==> config.mk <==
export PLATFORM = sky130hd
export DESIGN_NAME = car_top
export DESIGN_NICKNAME = d
export VERILOG_FILES = /design/src/shared/car_pkg.sv /design/src/hw/car_cfg_space.sv /design/src/hw/car_top.sv
export SDC_FILE = /design/constraint.sdc
export NUM_CORES = 1
export LEC_CHECK = 0
export ABC_CLOCK_PERIOD_IN_PS = 12800
export CORE_MARGIN = 1
export CORE_UTILIZATION = 54
export DETAILED_ROUTE_END_ITERATION = 8
export DONT_BUFFER_PORTS = 1
export HOLD_SLACK_MARGIN = 0.12
export PLACE_DENSITY = 0.7
export SYNTH_ARGS = -nofsm -noshare
export SYNTH_HDL_FRONTEND = slang
export SYNTH_SLANG_ARGS = --single-unit
==> constraint.sdc <==
create_clock -name clk -period 12.8 [get_ports clk]
set_input_delay 1.28 -clock clk [delete_from_list [all_inputs] [get_ports clk]]
set_output_delay 1.28 -clock clk [all_outputs]
set_load 0.03 [all_outputs]
==> src/shared/car_pkg.sv <==
package car_pkg;
	// --------------------------------------------------------------
	// I/O locations and access shape
	// --------------------------------------------------------------
	localparam logic [15:0] CAR_PTR_IO = 16'h0CF8;
	localparam logic [15:0] CAR_DATA_IO = 16'h0CFC;
	localparam logic [3:0] CAR_BE_DWORD = 4'hF;
	// --------------------------------------------------------------
	// Target pointer fields
	// --------------------------------------------------------------
	localparam int CAR_PTR_EN_BIT = 31;
	localparam int CAR_PTR_BUS_LSB = 16;
	localparam int CAR_PTR_DEV_LSB = 11;
	localparam int CAR_PTR_FN_LSB = 8;
	localparam int CAR_PTR_REG_LSB = 2;
	localparam logic [31:0] CAR_PTR_MASK = 32'h80FF_FFFC;
	localparam logic [31:0] CAR_PTR_RESET = 32'h0000_0000;
	// --------------------------------------------------------------
	// Device map
	// --------------------------------------------------------------
	localparam logic [7:0] CAR_BUS_ZERO = 8'h00;
	localparam logic [4:0] CAR_DEV_HUB = 5'h10;
	localparam int CAR_NUM_CHIP = 5;
	localparam logic [4:0] CAR_CHIP_DEV [CAR_NUM_CHIP] = '{5'h00, 5'h01, 5'h04, 5'h05, 5'h06};
	localparam logic [1:0] CAR_BRIDGE_DEV_HI = 2'h2;
	localparam logic [2:0] CAR_FN_ZERO = 3'h0;
	// --------------------------------------------------------------
	// Own configuration space (dword indices)
	// --------------------------------------------------------------
	localparam logic [5:0] CAR_REG_ID = 6'h00;
	localparam logic [5:0] CAR_REG_CMD = 6'h01;
	localparam logic [5:0] CAR_REG_BUS_NUM = 6'h10;
	localparam logic [5:0] CAR_REG_LIMITS = 6'h11;
	// Identification value is arbitrary
	localparam logic [15:0] CAR_VENDOR_ID = 16'h1234;
	localparam logic [31:0] CAR_CMD_RESET = 32'h0000_0000;
	localparam logic [7:0] CAR_BUS_NUM_RESET = 8'h00;
	// Bridge 0 takes every bus by default so boot works with no setup
	localparam logic [31:0] CAR_LIMITS_RESET = 32'h0000_00FF;
	// --------------------------------------------------------------
	// Downstream request kinds
	// --------------------------------------------------------------
	localparam logic [1:0] CAR_KIND_BRIDGE = 2'h0;
	localparam logic [1:0] CAR_KIND_CFG = 2'h1;
	localparam logic [1:0] CAR_KIND_IO = 2'h2;
	typedef enum logic [1:0] {CAR_IDLE, CAR_WAIT} car_state_e;
endpackage

==> src/hw/car_cfg_space.sv <==
`timescale 1ns/10ps
`default_nettype none
module car_cfg_space #(
	parameter logic [15:0] DEV_CODE = 16'h0001,
	parameter bit HUB = 1'b0
) (
	// Clock and reset
	input wire logic clk,
	input wire logic rst_n,
	// Access
	input wire logic wr,
	input wire logic [5:0] reg_idx,
	input wire logic [3:0] be,
	input wire logic [31:0] wdata,
	output logic [31:0] rdata,
	// State to router
	output logic [7:0] bus_num,
	output logic [31:0] limits
);
	logic [31:0] cmd_q;
	logic [7:0] bus_num_q;
	logic [31:0] lim_q;

	// --------------------------------------------------------------
	// Writable registers
	// --------------------------------------------------------------
	always_ff @(posedge clk or negedge rst_n) begin
		if (!rst_n) begin
			cmd_q <= car_pkg::CAR_CMD_RESET; // RULE10
			bus_num_q <= car_pkg::CAR_BUS_NUM_RESET; // RULE10
			lim_q <= car_pkg::CAR_LIMITS_RESET; // RULE10
		end else if (wr) begin
			for (int i = 0; i < 4; i++) begin
				if (be[i]) begin
					if (reg_idx == car_pkg::CAR_REG_CMD) begin
						cmd_q[i*8 +: 8] <= wdata[i*8 +: 8];
					end
					if (HUB && reg_idx == car_pkg::CAR_REG_LIMITS) begin
						lim_q[i*8 +: 8] <= wdata[i*8 +: 8];
					end
				end
			end
			if (HUB && be[0] && reg_idx == car_pkg::CAR_REG_BUS_NUM) begin
				bus_num_q <= wdata[7:0]; // RULE14
			end
		end
	end

	// --------------------------------------------------------------
	// Read view; unmapped locations complete with zero
	// --------------------------------------------------------------
	always_comb begin
		rdata = 32'h0000_0000;
		case (reg_idx)
			car_pkg::CAR_REG_ID: rdata = {DEV_CODE, car_pkg::CAR_VENDOR_ID}; // RULE9
			car_pkg::CAR_REG_CMD: rdata = cmd_q; // RULE9
			car_pkg::CAR_REG_BUS_NUM: rdata = HUB ? {24'h00_0000, bus_num_q} : 32'h0000_0000;
			car_pkg::CAR_REG_LIMITS: rdata = HUB ? lim_q : 32'h0000_0000;
			default: rdata = 32'h0000_0000;
		endcase
	end

	assign bus_num = bus_num_q;
	assign limits = lim_q;
endmodule
`default_nettype wire

==> src/hw/car_top.sv <==
// Behaviour
// RULE1 - Only pointer plus data window access
// RULE2 - Pointer at 0CF8h, data window 0CFCh
// RULE3 - Dword pointer write claimed and latched
// RULE4 - Data access performs config access at pointer
// RULE5 - Hub own targets serviced inside hub
// RULE6 - Bridge own space forwarded to bridge only
// RULE7 - Other targets become bridge bus config cycles
// RULE8 - AGP buses treated like PCI buses
// RULE9 - Separate config space per chipset component
// RULE10 - Reset loads defaults into config registers
// RULE11 - Firmware programs optimal settings afterwards
// RULE12 - Pointer bit 31 enables config access
// RULE13 - Byte/word pointer access passes as I/O
// RULE14 - Bus0 device 10h is hub, holds bus number
// RULE15 - Pointer holds until next dword write
`timescale 1ns/10ps
`default_nettype none
module car_top (
	// Clock and reset
	input wire logic clk,
	input wire logic arst_n,
	// Processor I/O requests
	input wire logic io_req,
	input wire logic io_we,
	input wire logic [15:0] io_addr,
	input wire logic [3:0] io_be,
	input wire logic [31:0] io_wdata,
	output logic io_ready,
	output logic io_ack,
	output logic io_claim,
	output logic [31:0] io_rdata,
	// Expander bridge requests
	output logic xb_req,
	output logic [1:0] xb_kind,
	output logic [1:0] xb_port,
	output logic xb_we,
	output logic [31:0] xb_addr,
	output logic [3:0] xb_be,
	output logic [31:0] xb_wdata,
	input wire logic xb_ack,
	input wire logic [31:0] xb_rdata
);
	logic rst_meta_q;
	logic rst_n_q;
	logic [31:0] ptr_q;
	car_pkg::car_state_e state_q;
	logic [31:0] hub_rdata;
	logic [7:0] chip_bus_num;
	logic [31:0] limits;
	logic [31:0] chip_rdata [car_pkg::CAR_NUM_CHIP];
	logic [31:0] chip_or;
	logic [car_pkg::CAR_NUM_CHIP-1:0] chip_hit;
	logic take;
	logic ptr_hit;
	logic data_hit;
	logic cfg_en;
	logic [7:0] t_bus;
	logic [4:0] t_dev;
	logic [2:0] t_fn;
	logic [5:0] t_reg;
	logic to_hub;
	logic to_chip;
	logic to_bridge;
	logic on_chip_bus;
	logic [1:0] pci_port;

	// --------------------------------------------------------------
	// Reset release
	// --------------------------------------------------------------
	always_ff @(posedge clk or negedge arst_n) begin
		if (!arst_n) begin
			rst_meta_q <= 1'b0;
			rst_n_q <= 1'b0;
		end else begin
			rst_meta_q <= 1'b1;
			rst_n_q <= rst_meta_q;
		end
	end

	// --------------------------------------------------------------
	// Decode of the incoming cycle
	// --------------------------------------------------------------
	assign take = io_req && io_ready && state_q == car_pkg::CAR_IDLE;
	// Only the two window locations are decoded; nothing else is a config path
	assign ptr_hit = io_addr[15:2] == car_pkg::CAR_PTR_IO[15:2]; // RULE1 RULE2
	assign data_hit = io_addr[15:2] == car_pkg::CAR_DATA_IO[15:2]; // RULE2
	assign cfg_en = ptr_q[car_pkg::CAR_PTR_EN_BIT]; // RULE12
	assign t_bus = ptr_q[car_pkg::CAR_PTR_BUS_LSB +: 8];
	assign t_dev = ptr_q[car_pkg::CAR_PTR_DEV_LSB +: 5];
	assign t_fn = ptr_q[car_pkg::CAR_PTR_FN_LSB +: 3];
	assign t_reg = ptr_q[car_pkg::CAR_PTR_REG_LSB +: 6];
	// The hub (bus zero, device 10h) wins over the chipset bus when both bus numbers are zero
	assign to_hub = t_bus == car_pkg::CAR_BUS_ZERO && t_dev == car_pkg::CAR_DEV_HUB; // RULE14
	assign on_chip_bus = t_bus == chip_bus_num && !to_hub; // RULE14
	assign to_bridge = on_chip_bus && t_dev[4:3] == car_pkg::CAR_BRIDGE_DEV_HI; // RULE6
	assign to_chip = on_chip_bus && !to_bridge;

	// Chipset component spaces, one each, function zero only
	generate
		for (genvar g = 0; g < car_pkg::CAR_NUM_CHIP; g++) begin : g_chip
			assign chip_hit[g] = t_dev == car_pkg::CAR_CHIP_DEV[g] && t_fn == car_pkg::CAR_FN_ZERO;
			car_cfg_space #(
				.DEV_CODE({11'h000, car_pkg::CAR_CHIP_DEV[g]}),
				.HUB(1'b0)
			) u_chip (
				.clk(clk),
				.rst_n(rst_n_q),
				.wr(take && data_hit && cfg_en && io_we && to_chip && chip_hit[g]), // RULE5 RULE9
				.reg_idx(t_reg),
				.be(io_be),
				.wdata(io_wdata),
				.rdata(chip_rdata[g]),
				.bus_num(),
				.limits()
			);
		end
	endgenerate

	always_comb begin
		chip_or = 32'h0000_0000;
		for (int i = 0; i < car_pkg::CAR_NUM_CHIP; i++) begin
			if (chip_hit[i]) begin
				chip_or = chip_or | chip_rdata[i];
			end
		end
	end

	car_cfg_space #(
		.DEV_CODE({11'h000, car_pkg::CAR_DEV_HUB}),
		.HUB(1'b1)
	) u_hub (
		.clk(clk),
		.rst_n(rst_n_q),
		.wr(take && data_hit && cfg_en && io_we && to_hub && t_fn == car_pkg::CAR_FN_ZERO), // RULE5
		.reg_idx(t_reg),
		.be(io_be),
		.wdata(io_wdata),
		.rdata(hub_rdata),
		.bus_num(chip_bus_num),
		.limits(limits)
	);

	// First bridge whose bus limit covers the target bus; AGP buses count alike
	always_comb begin
		pci_port = 2'h3;
		for (int i = 3; i >= 0; i--) begin
			if (t_bus <= limits[i*8 +: 8]) begin
				pci_port = 2'(i); // RULE7 RULE8
			end
		end
	end

	// --------------------------------------------------------------
	// Target pointer
	// --------------------------------------------------------------
	always_ff @(posedge clk or negedge rst_n_q) begin
		if (!rst_n_q) begin
			ptr_q <= car_pkg::CAR_PTR_RESET;
		end else if (take && ptr_hit && io_we && io_be == car_pkg::CAR_BE_DWORD) begin
			ptr_q <= io_wdata & car_pkg::CAR_PTR_MASK; // RULE3 RULE15
		end
	end

	// --------------------------------------------------------------
	// Cycle sequencing and downstream request
	// --------------------------------------------------------------
	always_ff @(posedge clk or negedge rst_n_q) begin
		if (!rst_n_q) begin
			state_q <= car_pkg::CAR_IDLE;
			io_ready <= 1'b0;
			io_ack <= 1'b0;
			io_claim <= 1'b0;
			io_rdata <= 32'h0000_0000;
			xb_req <= 1'b0;
			xb_kind <= car_pkg::CAR_KIND_IO;
			xb_port <= 2'h0;
			xb_we <= 1'b0;
			xb_addr <= 32'h0000_0000;
			xb_be <= 4'h0;
			xb_wdata <= 32'h0000_0000;
		end else begin
			io_ack <= 1'b0;
			io_claim <= 1'b0;
			case (state_q)
				car_pkg::CAR_IDLE: begin
					io_ready <= 1'b1;
					if (take) begin
						io_ready <= 1'b0;
						if (ptr_hit && io_be == car_pkg::CAR_BE_DWORD) begin
							io_ack <= 1'b1; // RULE3
							io_claim <= 1'b1;
							io_rdata <= ptr_q;
						end else if (data_hit && cfg_en && (to_hub || to_chip)) begin
							io_ack <= 1'b1; // RULE4 RULE5
							io_claim <= 1'b1;
							io_rdata <= io_we ? 32'h0000_0000 : (to_hub ? hub_rdata : chip_or);
						end else if (data_hit && cfg_en) begin
							// Bridge own space never reaches a PCI bus
							state_q <= car_pkg::CAR_WAIT; // RULE4
							xb_req <= 1'b1;
							xb_kind <= to_bridge ? car_pkg::CAR_KIND_BRIDGE : car_pkg::CAR_KIND_CFG; // RULE6 RULE7
							xb_port <= to_bridge ? t_dev[2:1] : pci_port; // RULE6 RULE7
							xb_we <= io_we;
							xb_addr <= ptr_q;
							xb_be <= io_be;
							xb_wdata <= io_wdata;
						end else begin
							// Narrow pointer access or any other I/O goes out unchanged
							state_q <= car_pkg::CAR_WAIT; // RULE13 RULE12
							xb_req <= 1'b1;
							xb_kind <= car_pkg::CAR_KIND_IO; // RULE13
							xb_port <= 2'h0;
							xb_we <= io_we;
							xb_addr <= {16'h0000, io_addr};
							xb_be <= io_be;
							xb_wdata <= io_wdata;
						end
					end
				end
				car_pkg::CAR_WAIT: begin
					// No timeout: a bridge that never answers hangs the window
					if (xb_ack) begin
						state_q <= car_pkg::CAR_IDLE;
						xb_req <= 1'b0;
						io_ack <= 1'b1; // RULE6 RULE7
						io_claim <= xb_kind != car_pkg::CAR_KIND_IO;
						io_rdata <= xb_we ? 32'h0000_0000 : xb_rdata;
						io_ready <= 1'b1;
					end
				end
				default: begin
					state_q <= car_pkg::CAR_IDLE;
					xb_req <= 1'b0;
				end
			endcase
		end
	end
endmodule
`default_nettype wire

==> results.txt <==
----------------------------------------------------
[Logic synthesis]
  Number of distinct library cells after synthesis ... 62
  Synth Area in Simple Gates ... 8.403%
  Number of synthesized flops with an enable pin ... 0
  Area share of the largest cell type after synthesis ... 52.56%
  Multiplexer fraction of the synthesized cell area ... 21.50%
  Largest cells by area after synthesis ... dfrtp_1 (53%), mux2_2 (20%), a22oi_1 (2.6%), ha_1 (1.8%), a221oi_1 (1.7%)
  Synth Flop Type ... dfrtp_1
  Post-synthesis compound-gate area fraction ... 11.10%
  Fraction of synthesized cell area in xor and xnor cells ... 0.4205%
  Synthesized area ... 16660 sq um
  Dominant combinational cell family by area after synthesis ... multiplexers
  Cell taking the most area after synthesis ... dfrtp_1
  Register area share after synthesis ... 53.98%
  Syn. warnings ... 0
  FFs w/ async S/R, synth ... 100.0%
  #FFs+latches synth ... 359
  Area share of fa/ha/maj cells after synthesis ... 1.802%
  Gate Count Post-Synth ... 1363
  Mean post-synth cell area ... 12.22 sq um

[Pwr]
  Share of total power in the clock network ... 35.6%
  Overall power of the completed layout ... 3009 uW
  Sw power ... 993.0 uW
  Power density relative to cell area ... 165.0 nW/um^2
  Combinational group share of total power ... 9.0%
  Worst-case vdd ir drop ... 0.1772 mV
  LEAKAGE ... 0.008257 uW
  Reg power frac ... 55.5%
  Switching part of the total power ... 33.00%
  Internal power ... 2016 uW

[Timing]
  Maximum clock frequency ... 229.4 MHz
  Part of the cycle the worst path needs ... 34.06%
  Max Clock Skew ... 0.01459 ns
  Count of endpoints failing setup in the final report ... 0
  Pins Over Slew Limit ... 0
  Sum of negative setup slack ... 0 ns
  Minimum period implied by the final worst setup slack ... 4.360 ns
  Final WS setup ... 8.440 ns
  Number of failing hold endpoints at the final stage ... 0
  Worst relative slew slack ... 18.35%
  Slew at the pin with the worst max-slew slack ... 1.218 ns
  Setup repair after global routing missed its margin ... no
  Fin Hold WS ... 0.3546 ns

[Setup path]
  FF-to-FF setup slack ... 8.60 ns
  Startpoint class of the critical path ... input pin
  Depth of the worst register-to-register path ... 8
  CP Capture Type ... flop
  Worst flop-to-flop path endpoint ... xb_wdata[26]
  Top cell family by delay on the critical path ... simple AND/OR/NAND/NOR gates
  Crit-path max FO ... 80
  Slowest stage cell on the critical path ... buf_4
  Cell occurring most often along the worst timing path ... nand4_1
  Worst path arrival time ... 4.77 ns
  Largest stage delay on the critical path ... 0.75 ns
  Reg-to-reg startpoint ... ptr_q[11]
  Cells along the critical path ... nand4_1 > nor3b_1 > nand4_1 > o21ai_0 > or3_4 > buf_4 > mux2_2
  Critical path buffers and inverters ... 1
  CP Class ... in2reg
  Crit path required time ... 13.21 ns

[Final layout]
  Non-filler instance count after layout ... 1765
  Leading cell type in the layout, fill and taps excluded ... dfrtp_1
  Most used cells in the layout excluding fill and tap cells ... dfrtp_1 (349), mux2_2 (295), nand2_1 (74)
  # nets final ... 1463
  Proportion of layout cells with a drive suffix above 1 ... 31.35%
  Area Overhead vs Synth ... 9.439%
  Final antenna diode count ... 0

[CTS]
  Clock latency on the worst-skew pair ... 0.53 ns
  Clock transition time at the flip-flop clock pins of the worst setup and hold paths ... 0.06 ns
  Number of buffers created by CTS ... 39
  Clock root buffer ... clkbuf_16
  TritonCTS Sinks ... 359
  Htree depth ... 2
  CTS Hold Buffers Added ... 0
  Post-cts resize count ... 0
  Post-CTS setup-driven buffer insertion count ... 0
  Bufs on Longest Clock Path ... 3
  CTS tree ... done

[Floorplanning]
  X dimension of the die ... 177.7 microns
  DIE AREA ... 31560 sq um
  Starting Density ... 55.48%
  Die height ... 177.7 microns
  Floorplan row count ... 63
  Count of boundary I/O pins ... 198
  Floorplan Core Area ... 30030 sq um

[GRT]
  Vias in the first global route ... 11790
  Congestion Overflow GR ... 0
  Total Routing Usage GR ... 29.68%
  Maximum number of pins on one net before global-route repair ... 86
  Antenna violations before repair ... 0
  First-pass GRT wire length ... 70700 microns

[Route]
  Via total after detailed routing ... 11570
  Wire length reported by the detailed router ... 45990 microns
  Vias/cell ... 6.556
  Post-detailed-route count of antenna-violating nets ... 0
  Wire per inst ... 26.06 microns
  Remaining design rule violation count ... 0
  Iter 0 DRT Violations ... 1219
  Number of iterations in the first detailed-routing pass ... 6

[Placed design]
  Placed wire-length estimate ... 30670 microns
  Gpl congestion ... 0.8698
  Worst setup slack after placement ... 7.966 ns
  Port Buffers ... 0
  Number of cells after detailed placement ... 1699

[Worst hold path]
  Startpoint of the lowest-slack hold path ... rst_meta_q
  WHS Path Cells ... 0
  Kind of path behind the tightest hold check ... reg2reg
  Hold EP ... rst_n_q

[Job]
  Count of max-cap constraint violations ... 0

[Outcome]
  Run status ... completed

----------------------------------------------------
through the flow:
step           util [%]  cell area (sq um)
5_1_grt           60.72              18240
3_5_place_dp      56.70              17030
2_1_floorplan         -              16680
6_report          60.72              18240
4_1_cts           60.72              18240
3_3_place_gp      56.70              17030
kinds of logic (layout without fill, tap and decap cells):
logic type,after synthesis,after routing
flops,359,359
mux,317,317
simple gates,275,275
compound gates,269,269
buf+inv,109,115
fa+ha+maj,24,24
xor+xnor,8,8
other cells,2,8
how the worst max path moves through the flow:
stage	slack, ns	end	depth (start not counted)	start
final	8.44	xb_wdata[26]	7	io_addr[6]
after global routing	8.21	xb_wdata[19]	7	io_addr[6]
after floorplan	2.07	g_chip[0].u_chip.cmd_q[0]	0	rst_n_q
after CTS	8.49	xb_wdata[26]	7	io_addr[6]
after detailed placement	7.97	xb_wdata[26]	7	io_addr[6]
after global placement	8.07	xb_wdata[26]	7	io_addr[6]
registers in the layout, indices dropped and copies added, names as in the netlist:
name	flops
xb_wdata	32
rst_meta_q	1
xb_kind	2
xb_port	2
io_rdata	32
rst_n_q	1
u_hub.bus_num	8
xb_be	4
io_claim	1
u_hub.limits	32
xb_req	1
io_ack	1
xb_addr	25
xb_we	1
ptr_q	23
io_ready	1
g_chip.u_chip.cmd_q	160
u_hub.cmd_q	32
power groups by stage:
stage	logic, uW	clock network [uW]	registers (uW)
2_1_floorplan	209	0	1660
3_3_place_gp	261	0	1690
3_5_place_dp	271	0	1690
6_report	270	1070	1670
5_1_grt	304	1130	1690
4_1_cts	272	1080	1670
worst reg2reg max path: stages, from the launching register on:
cell	delay [ns]
dfrtp_1	0.55
buf_4	0.32
nor4_1	0.43
and4_1	0.76
a31oi_1	0.10
o21ai_0	0.39
or3_4	0.30
buf_4	0.75
mux2_2	0.49
metal layers:
| layer | track usage (%) | wire [microns] | up-vias |
|---|---|---|---|
| li1 | - | - | 5007 |
| met1 | 41.91 | 19490 | 5924 |
| met2 | 46.01 | 21420 | 541 |
| met3 | 6.213 | 4015 | 100 |
| met4 | 9.152 | 1066 | 0 |
| met5 | 0 | 0 | - |
layout make-up:
cell class | instances | area, sq um
Clock buffer | 57 | 1124
Clock inverter | 9 | 83.83
Fill cell | 2389 | 11800
Inverter | 27 | 101.3
Multi-Input combinational cell | 901 | 7274
Sequential cell | 359 | 8999
Tap cell | 390 | 488.0
Timing Repair Buffer | 22 | 165.2
cell usage after synthesis, drive strengths merged, types with 2 or more instances:
| master | count |
|---|---|
| dfrtp | 350 |
| mux2 | 303 |
| nor2 | 82 |
| nand2 | 78 |
| a22oi | 58 |
| a21oi | 55 |
| clkbuf | 52 |
| o21ai | 50 |
| a221oi | 33 |
| buf | 30 |
| nand3 | 28 |
| inv | 27 |
| ha | 24 |
| a31oi | 17 |
| a222oi | 16 |
| nor3 | 16 |
| mux2i | 14 |
| nor4 | 13 |
| nand4 | 12 |
| nand2b | 11 |
| a311oi | 10 |
| dfstp | 9 |
| nor2b | 8 |
| xor2 | 8 |
| and2 | 5 |
| or3 | 5 |
| a21o | 4 |
| o211ai | 4 |
| o31ai | 4 |
| or2 | 4 |
| a221o | 3 |
| and3 | 3 |
| and4 | 3 |
| o22ai | 3 |
| a211o | 2 |
| a311o | 2 |
| conb | 2 |
| o221ai | 2 |
| or4 | 2 |
No activity file was read; power rests on OpenSTA's default activity.
